<file path="config.mk">
export PLATFORM = sky130hd
export DESIGN_NAME = mdx_decode
export DESIGN_NICKNAME = d
export VERILOG_FILES = /design/src/mdx_pkg.sv /design/src/mdx_extend.sv /design/src/mdx_decode.sv
export VERILOG_INCLUDE_DIRS = /design/src
export SDC_FILE = /design/constraint.sdc
export NUM_CORES = 1
export LEC_CHECK = 0
export BUFFER_PORTS_ARGS = -buffer_cell sky130_fd_sc_hd__buf_2
export CAP_MARGIN = 20
export CORE_UTILIZATION = 48
export DETAILED_ROUTE_END_ITERATION = 12
export HOLD_SLACK_MARGIN = 0.1
export PLACE_DENSITY_LB_ADDON = 0.2
export SLEW_MARGIN = 40
export SYNTH_ARGS = -nofsm -noshare
export SYNTH_HDL_FRONTEND = slang
export SYNTH_SLANG_ARGS = --single-unit
</file>
<file path="constraint.sdc">
create_clock -name clk -period 5.6 [get_ports clk]
set_clock_uncertainty 0.05 [all_clocks]
set_input_delay 0 -clock clk [delete_from_list [all_inputs] [get_ports clk]]
set_output_delay 0 -clock clk [all_outputs]
set_load 0.01 [all_outputs]
</file>
<file path="src/mdx_regs.svh">
// Opcode patterns, field positions and clock counts of the data-move decoder.
// Included by the decoder; holds definitions only.
`ifndef MDX_REGS_SVH
`define MDX_REGS_SVH

// Opcode patterns; short forms compare the upper seven bits only
`define MDX_OP_ACC_STORE_HI 7'h51
`define MDX_OP_SEG_LOAD 8'h8E
`define MDX_OP_SEG_STORE 8'h8C
`define MDX_OP_ESCAPE 8'h0F
`define MDX_OP_CTRL_WRITE 8'h22
`define MDX_OP_ZERO_EXT_HI 7'h5B
`define MDX_OP_SIGN_EXT_HI 7'h5F

// Modrm field positions
`define MDX_MOD_HI 7
`define MDX_MOD_LO 6
`define MDX_REG_HI 5
`define MDX_REG_LO 3
`define MDX_MOD_REGISTER 2'h3
`define MDX_SEG_LAST 3'h5

// Control register numbers
`define MDX_CTRL0 3'h0
`define MDX_CTRL2 3'h2
`define MDX_CTRL3 3'h3
`define MDX_CTRL4 3'h4

// Clock counts
`define MDX_CLK_ONE 5'h01
`define MDX_CLK_SEG_LOAD_PROT 5'h06
`define MDX_CLK_CTRL0_REAL 5'h14
`define MDX_CLK_CTRL0_PROT 5'h12
`define MDX_CLK_CTRL2 5'h05
`define MDX_CLK_CTRL3_REAL 5'h05
`define MDX_CLK_CTRL3_PROT 5'h06
`define MDX_CLK_CTRL4_REAL 5'h05
`define MDX_CLK_CTRL4_PROT 5'h06

`endif

</file>
<file path="src/mdx_pkg.sv">
// Types shared by the data-move decoder and its testbench.
// No dependencies.
package mdx_pkg;

	typedef logic [4:0] mdx_count_t;

	typedef enum logic [2:0] {
		MDX_UNSUPPORTED,
		MDX_ACC_STORE,
		MDX_SEG_LOAD,
		MDX_SEG_STORE,
		MDX_CTRL_WRITE,
		MDX_SIGN_EXTEND,
		MDX_ZERO_EXTEND
	} mdx_kind_e;

	typedef struct packed {
		logic [7:0] op0;
		logic [7:0] op1;
		logic [7:0] modrm;
	} mdx_fetch_s;

	typedef struct packed {
		mdx_kind_e kind;
		logic [2:0] segment_register_field;
		logic [2:0] ctrl_index;
		logic wide;
		logic flags_write;
		mdx_count_t clocks;
		logic [31:0] ext_result;
	} mdx_issue_s;

endpackage : mdx_pkg

</file>
<file path="src/mdx_extend.sv">
// Sign or zero extension of an 8- or 16-bit source to 32 bits.
// Purely combinational; the caller registers the result.
`timescale 1ns/10ps
module mdx_extend
	import mdx_pkg::*;
(
	// Source
	input wire logic [15:0] src,
	input wire logic wide,
	input wire logic sign,
	// Result
	output logic [31:0] result
);

	always_comb
	begin
		if (wide)
		begin
			result = {{16{sign & src[15]}}, src};
		end
		else
		begin
			result = {{24{sign & src[7]}}, src[7:0]};
		end
	end

endmodule : mdx_extend

</file>
<file path="src/mdx_decode.sv">
// Decode and issue timing for accumulator stores, segment moves,
// control register writes and extending moves.
// Assumes fetch holds its bytes stable while in_valid is high and not taken.
//
// What this block does
// - Accumulator short-form store A2/A3 takes one clock in either mode.
// - Load of segment register via 8E: one clock real, six protected.
// - Store of segment register via 8C takes one clock in either mode.
// - Sign-extending move 0F BE/BF: one clock, arithmetic flags untouched.
// - Zero-extending move 0F B6/B7: one clock, arithmetic flags untouched.
// - Control register writes take 20/5/5/5 real and 18/5/6/6 protected clocks.
`timescale 1ns/10ps
`include "mdx_regs.svh"
module mdx_decode
	import mdx_pkg::*;
(
	// Clock and reset
	input wire logic clk,
	input wire logic rst_b,
	// Fetch side
	input wire logic in_valid,
	input wire mdx_fetch_s in_bytes,
	input wire logic [15:0] src_operand,
	input wire logic prot_mode,
	output logic in_ready,
	// Execution side
	output logic out_valid,
	output mdx_issue_s out_issue
);

	typedef enum logic {
		MDX_IDLE,
		MDX_HOLD
	} mdx_state_e;

	mdx_state_e state;
	mdx_state_e next_state;
	mdx_count_t remain;
	mdx_count_t next_remain;
	logic next_in_ready;
	logic next_out_valid;
	mdx_issue_s next_out_issue;
	mdx_issue_s dec;
	logic [31:0] ext_value;
	logic [1:0] mod_field;
	logic [2:0] reg_field;
	logic take;
	logic seg_ok;
	logic is_acc_store;
	logic is_seg_load;
	logic is_seg_store;
	logic is_escape;
	logic is_sign_ext;
	logic is_zero_ext;
	logic ctrl_known;
	mdx_count_t ctrl_clocks;

	assign mod_field = in_bytes.modrm[`MDX_MOD_HI:`MDX_MOD_LO];
	assign reg_field = in_bytes.modrm[`MDX_REG_HI:`MDX_REG_LO];
	assign take = in_valid & in_ready;

	// Opcode classes; the extending forms only count behind the escape byte
	assign seg_ok = (reg_field <= `MDX_SEG_LAST);
	assign is_acc_store = (in_bytes.op0[7:1] == `MDX_OP_ACC_STORE_HI);
	assign is_seg_load = (in_bytes.op0 == `MDX_OP_SEG_LOAD) && seg_ok;
	assign is_seg_store = (in_bytes.op0 == `MDX_OP_SEG_STORE) && seg_ok;
	assign is_escape = (in_bytes.op0 == `MDX_OP_ESCAPE);
	assign is_sign_ext = (in_bytes.op1[7:1] == `MDX_OP_SIGN_EXT_HI);
	assign is_zero_ext = (in_bytes.op1[7:1] == `MDX_OP_ZERO_EXT_HI);

	mdx_extend u_extend (
		.src(src_operand),
		.wide(in_bytes.op1[0]),
		.sign(in_bytes.op1[3]),
		.result(ext_value)
	);

	// Control register count table; only numbers 0, 2, 3 and 4 exist
	always_comb
	begin
		ctrl_known = 1'b1;
		ctrl_clocks = `MDX_CLK_ONE;
		unique case (reg_field)
			`MDX_CTRL0:
			begin
				// The first register carries the longest count in both modes
				ctrl_clocks = prot_mode ? `MDX_CLK_CTRL0_PROT : `MDX_CLK_CTRL0_REAL;
			end
			`MDX_CTRL2:
			begin
				ctrl_clocks = `MDX_CLK_CTRL2;
			end
			`MDX_CTRL3:
			begin
				ctrl_clocks = prot_mode ? `MDX_CLK_CTRL3_PROT : `MDX_CLK_CTRL3_REAL;
			end
			`MDX_CTRL4:
			begin
				ctrl_clocks = prot_mode ? `MDX_CLK_CTRL4_PROT : `MDX_CLK_CTRL4_REAL;
			end
			default:
			begin
				// Nonexistent control register numbers stay unsupported
				ctrl_known = 1'b0;
			end
		endcase
	end

	// Decode of the bytes presented by fetch
	always_comb
	begin
		dec = '0;
		dec.kind = MDX_UNSUPPORTED;
		dec.clocks = `MDX_CLK_ONE;
		// Unknown encodings pass through as one-clock slots; another unit owns them
		dec.flags_write = 1'b0;
		dec.segment_register_field = reg_field;
		if (is_acc_store)
		begin
			dec.kind = MDX_ACC_STORE;
			dec.wide = in_bytes.op0[0];
			dec.clocks = `MDX_CLK_ONE;
		end
		else if (is_seg_load)
		begin
			dec.kind = MDX_SEG_LOAD;
			dec.wide = 1'b1;
			dec.clocks = prot_mode ? `MDX_CLK_SEG_LOAD_PROT : `MDX_CLK_ONE;
		end
		else if (is_seg_store)
		begin
			dec.kind = MDX_SEG_STORE;
			dec.wide = 1'b1;
			dec.clocks = `MDX_CLK_ONE;
		end
		else if (is_escape)
		begin
			if (in_bytes.op1 == `MDX_OP_CTRL_WRITE && mod_field == `MDX_MOD_REGISTER
				&& ctrl_known)
			begin
				dec.kind = MDX_CTRL_WRITE;
				dec.ctrl_index = reg_field;
				dec.wide = 1'b1;
				dec.clocks = ctrl_clocks;
			end
			else if (is_sign_ext)
			begin
				dec.kind = MDX_SIGN_EXTEND;
				dec.wide = in_bytes.op1[0];
				dec.ext_result = ext_value;
				dec.flags_write = 1'b0;
				dec.clocks = `MDX_CLK_ONE;
			end
			else if (is_zero_ext)
			begin
				dec.kind = MDX_ZERO_EXTEND;
				dec.wide = in_bytes.op1[0];
				dec.ext_result = ext_value;
				dec.flags_write = 1'b0;
				dec.clocks = `MDX_CLK_ONE;
			end
		end
	end

	// Issue timing: the slot occupies exactly dec.clocks cycles
	always_comb
	begin
		next_state = state;
		next_remain = remain;
		next_in_ready = in_ready;
		next_out_valid = 1'b0;
		next_out_issue = out_issue;
		unique case (state)
			MDX_IDLE:
			begin
				if (take)
				begin
					next_out_issue = dec;
					if (dec.clocks == `MDX_CLK_ONE)
					begin
						// Single-clock moves issue back to back without a bubble
						next_out_valid = 1'b1;
					end
					else
					begin
						next_state = MDX_HOLD;
						next_remain = dec.clocks - `MDX_CLK_ONE;
						next_in_ready = 1'b0;
					end
				end
			end
			MDX_HOLD:
			begin
				next_remain = remain - `MDX_CLK_ONE;
				// Ready returns with the pulse, so the next take lands one edge later
				if (remain == `MDX_CLK_ONE)
				begin
					next_state = MDX_IDLE;
					next_out_valid = 1'b1;
					next_in_ready = 1'b1;
				end
			end
		endcase
	end

	always_ff @(posedge clk)
	begin
		if (!rst_b)
		begin
			state <= MDX_IDLE;
			remain <= '0;
			in_ready <= 1'b1;
			out_valid <= 1'b0;
			out_issue <= '0;
		end
		else
		begin
			state <= next_state;
			remain <= next_remain;
			in_ready <= next_in_ready;
			out_valid <= next_out_valid;
			out_issue <= next_out_issue;
		end
	end

endmodule : mdx_decode

</file>
# ---- After elaboration in Yosys (flattened, before gate mapping)
# Cells that the tools add are included.
dict set report word_totals {
  ff_bits 56
  mem_bits_rw 0
  mem_bits_ro 0
  n_memories 0
  output_inout_bits 50
  input_bits 44
  wordCells 95
  latchBits 0
}
dict set report classes {
  shifts 0
  n_addsub 2
  eq_ne 16
  mux 51
  n_reduce_logical 10
  order_cmp 1
  multipliers 0
  n_bitwise 4
  div 0
}
# operator count
set ops {}
lappend ops {{2-to-1 mux 32 bit} 5}
lappend ops {{2-to-1 mux 39 bit} 2}
lappend ops {{2-to-1 mux 42 bit} 1}
lappend ops {{2-to-1 mux 3 bit} 13}
lappend ops {{2-to-1 mux 5 bit} 6}
lappend ops {{== test 7 bit (second input constant)} 3}
lappend ops {{2-to-1 mux 1 bit} 18}
lappend ops {{== test 8 bit (second input constant)} 2}
lappend ops {{case mux 5 bit (3 select lines)} 1}
lappend ops {{== test 5 x 1 -> 1 bit (second input constant)} 2}
lappend ops {{case mux 5 bit (2 select lines)} 1}
lappend ops {{subtractor 5 x 1 -> 5 bit (second input constant)} 2}
lappend ops {{== test 8 x 4 -> 1 bit (second input constant)} 1}
lappend ops {{== test 8 x 6 -> 1 bit (second input constant)} 1}
lappend ops {{== test 3 x 2 -> 1 bit (second input constant)} 2}
lappend ops {{case mux 1 bit (2 select lines)} 3}
lappend ops {{logical AND 1 bit} 4}
lappend ops {{inequality test 2 bit (second input constant)} 2}
lappend ops {{AND reduction 2 bit} 2}
lappend ops {{OR reduction 4 bit} 1}
lappend ops {{bitwise AND 1 bit} 3}
lappend ops {{== test 3 bit (second input constant)} 1}
lappend ops {{less-or-equal comparator 3 bit (second input constant)} 1}
lappend ops {{logical NOT 3 bit} 1}
lappend ops {{other kinds (6)} 6}

# ---- Longest topological paths before layout
dict set report logic_depth {
  depth_word 13
  ltp_mapped 11
}

# ---- Cells and area by module
# A second synthesis with hierarchy kept.
dict set report unflattened {
  cells_unflattened 314
  area_unflattened_um2 2776.4
}
# mod area_each_um2 seq_area_each_um2 cells_each instances
set by_module_without_submodules {}
lappend by_module_without_submodules {mdx_decode 2494.9 1081.0 271 1}
lappend by_module_without_submodules {mdx_extend 281.5 0.0 43 1}

# ---- Worst setup path after synthesis
# OpenSTA, ideal clock, no wires.
dict set report synth_path {
  path_kind {input to register}
  start {in in_bytes[21] in the netlist's numbering}
  end {reg in_ready}
  n_path_buf 0
  arrival_time_ps 1957
  stages 9
  required_ps 5426
  setup_slack_ps 3469
  cell_sequence {and3b_1 nand4b_2 or4_4 o21a_1 ha_1 o211ai_2 nand3_1 nor2_1 o21ai_0}
}
dict set report synth_via {
  elab_chain_cells 8
  word_cells_on_any_way 13
  classes_between {eq/ne (6); mux (4); reduce/logical (3)}
}
# element line_no
set synth_rtl {}
lappend synth_rtl {{start, declared} mdx_decode.sv:22} ;# input wire mdx_fetch_s in_bytes,
lappend synth_rtl {{== test 8 x 4 -> 1 bit (no source line) / == test 8 bit (equally long branches)} -}
lappend synth_rtl {{2-to-1 mux 42 bit / logical AND 1 bit (equally long branches)} {mdx_decode.sv:136, mdx_decode.sv:66}}
lappend synth_rtl {{2-to-1 mux 5 bit} mdx_decode.sv:130} ;# else if (is_seg_store)
lappend synth_rtl {{2-to-1 mux 5 bit} mdx_decode.sv:124} ;# else if (is_seg_load)
lappend synth_rtl {{2-to-1 mux 5 bit *} mdx_decode.sv:118} ;# if (is_acc_store)
lappend synth_rtl {{== test 5 x 1 -> 1 bit (no source line) *} -}
lappend synth_rtl {{inequality test 2 bit (no source line) *} -}
lappend synth_rtl {{AND reduction 3 bit (no source line) *} -}
lappend synth_rtl {{end signal, assigned} mdx_decode.sv:220} ;# in_ready <= next_in_ready;
lappend synth_rtl {{end, declared} mdx_decode.sv:25} ;# output logic in_ready,
# Mark *: on every way between the ends. The rest lies on a longest branch, timed or not.
# A chain may end at the register's enable or synchronous reset.

==> summary.txt <==
Outcome
  – Status: complete, no violations

CTS
  – Clk buf depth: 2
  – CTS tree: yes
  – Clock Tree Root: clkbuf_8
  – CTS Sinks: 39
  – Post-CTS sizing: 0
  – Worst-Skew Late Latency: 0.29 ns
  – Htree depth: 2
  – Clock Pin Slew Worst Setup and Hold Paths: 0.07 ns
  – CTS Buf Count: 5

STA
  – Worst slew margin: 60.2%
  – Fin. Hold Viols: 0
  – Final TNS setup: 0 ns
  – RSZ-0062 raised after global routing: false
  – Worst slew pin tran: 0.591 ns
  – Worst hold slack: 0.109 ns
  – Setup violations, final: 0
  – Max Fclk: 367 MHz
  – Max-slew violations: 0
  – Final Critical Period: 2.72 ns
  – Final Cycle Share: 48.7%

Placed design
  – Buffers on Ports: 88
  – Post-DP HPWL: 3.47 mm
  – Routability congestion estimate from global placement: 0.792
  – Number of placed cells counting well taps: 349

Global route
  – First-pass GRT wire length: 7.98 mm
  – Vias in the first global route: 1781
  – Antenna violations before repair: 0
  – GRT Resource Usage Total: 24.0%
  – Largest net degree at the start of global routing: 36
  – Total gr overflow: 0

Pwr
  – Total power draw: 0.591 mW
  – Total internal power: 0.457 mW
  – Combinational fraction of design power: 11.4%
  – Leakage: 1.24 nW
  – Switch share: 22.6%
  – Clock Power Share: 40.8%
  – Cell Pwr Density: 219 nW/µm²
  – Largest vdd supply drop: 162 µV
  – Switch Pwr: 0.133 mW
  – Sequential Power Share: 47.8%

Cells and area
  – Ant diodes: 0
  – Non-Filler Instances: 383
  – Area Overhead vs Synth: 36.6%
  – Multi-input logic area: 988 µm²
  – # fillers: 303
  – Final Util: 70.9%
  – Storage cell area: 781 µm²
  – Layout net count: 383
  – Commonest non-fill, non-tap cell in the layout: buf_2
  – Most frequent cells in the layout: 88 x buf_2, 39 x dfxtp_1, 30 x nor2_1
  – Layout cells sized above 1: 31.9%

Yosys
  – Ys async rst share: 0%
  – Synth Area in XOR/XNOR: 0.888%
  – Adder-Cell Fraction of Synth Area: 3.17%
  – FF+latch count, synth: 39
  – Compound-Gate Fraction of Synth Area: 21.7%
  – Syn avg cell area: 8.25 µm²
  – Post-synth EDFFs: 0
  – Prevailing post-synth register cell: dfxtp_1
  – Seq/Total Area, Yosys: 39.6%
  – Largest family of logic cells by synthesized area: simple AND/OR/NAND/NOR gates
  – Post-synthesis simple-gate area fraction: 22.9%
  – Mux share of post-synthesis cell area: 1.08%
  – Synthesized area: 1970 µm²
  – Synth cell types: 50
  – Yosys warns: 0
  – Synth Instances: 239

Floorplan
  – Floorplan row count: 22
  – Die width: 66.1 µm
  – Die Y: 66.1 µm
  – I/O pin total: 94
  – Initial core utilization: 51.9%
  – Core footprint: 3800 µm²
  – Die area: 4370 µm²

Routing
  – Detailed Route Iter0 Violations: 146
  – Pre-antenna DRT Iters: 4
  – M1 WL: 2.20 mm
  – Routed wl met2: 2.53 mm
  – WL/cell: 13.6 µm
  – Met3 wire length: 410 µm
  – DRC violations left: 0
  – DR vias/cell: 5.31
  – DRT antenna net count: 0
  – Top Metal Used: met4
  – DR vias: 2032
  – DRT Wirelength: 5.21 mm

Setup path
  – Critical Path Fanout Max: 5
  – Worst Path Arrival: 2.85 ns
  – Element type at the critical path end: flop
  – Startpoint Class: input port
  – Critical path class: in -> reg
  – Critical Path RT: 5.72 ns

Job
  – Max-cap viol count: 0

Min path
  – Min-Delay Path Class: in -> reg
## logic make-up after synthesis
logic type | after synthesis
AO/OA/AOI/OAI | 66
XOR/XNOR | 2
adder cells (fa/ha/maj) | 5
buffers and inverters | 38
flip-flops | 39
multiplexers | 2
other | 1
AND/OR/NAND/NOR | 86
## worst max-delay path: stages
cell	delay, ns
dlygate4sd3_1	0.52
buf_2	0.13
nor3b_2	0.23
nand4b_2	0.19
or4_4	0.62
o21ai_2	0.25
inv_1	0.07
ha_1	0.19
o211ai_2	0.10
nand3_1	0.23
nor2_1	0.21
o21ai_0	0.11
## state kept, by name, summed over array words and instances, names as in the netlist
| signal | flops |
|---|---|
| remain | 5 |
| out_valid | 1 |
| state | 1 |
| in_ready | 1 |
| out_issue | 31 |
## stage by stage
| step | cell area, µm² | setup WS [ns] |
|---|---|---|
| final | 2690 | 2.88 |
| after global routing | 2690 | 2.75 |
| after CTS | 2690 | 2.91 |
| after detailed placement | 2320 | 3.11 |
| after global placement | 2310 | 3.13 |
| after floorplan | 1980 | 3.47 |
## power by group through the flow
stage          logic, mW  clock network (mW)  registers (mW)
2_1_floorplan     0.0254                   0           0.291
3_3_place_gp      0.0516                   0           0.289
3_5_place_dp      0.0526                   0           0.289
4_1_cts           0.0663               0.246           0.283
5_1_grt           0.0731               0.256           0.283
6_report          0.0672               0.241           0.283
## routing by layer
layer,up-vias,global-route usage [%]
met5,-,0
met4,0,9.04
met3,6,5.69
met2,83,41.5
met1,927,28.6
li1,1016,-
## layout make-up
type / count / share of cell area (%)
inverters: 10 / 1.44
clock inverters: 2 / 1.30
repair buffers: 115 / 26.3
flip-flops and latches: 39 / 29.0
clock buffers: 6 / 3.07
well taps: 48 / 2.23
multi-input cells: 163 / 36.7
## timing repair
action,CTS,global route
setup endpoints to repair,0,0
hold buffers,26,0
buffers inserted,0,0
endpoints found under the hold margin,32,0
## worst paths after layout
path                      start            end  slack (ns)  cells after the start
setup reg to reg          state  out_issue[30]        3.12                      6
hold / removal     in_bytes[10]  out_issue[47]        0.11                      5
setup / recovery   in_bytes[17]       in_ready        2.88                     12
hold reg to reg   out_issue[47]  out_issue[47]        0.40                      2
## cells in the mapped netlist, drive strengths merged, types with 3 or more instances
cell type / count / area [µm²]
a22oi: 13 / 97.6
ha: 5 / 62.6
dfxtp: 39 / 781
clkbuf: 11 / 41.3
inv: 9 / 33.8
and3: 3 / 18.8
o21ai: 19 / 98.9
nor2: 30 / 113
a211oi: 4 / 30.0
a21oi: 17 / 85.1
buf: 17 / 128
nand3: 6 / 30.0
or4: 3 / 30.0
nand2: 26 / 97.6
(Power assumes the default switching activity.)
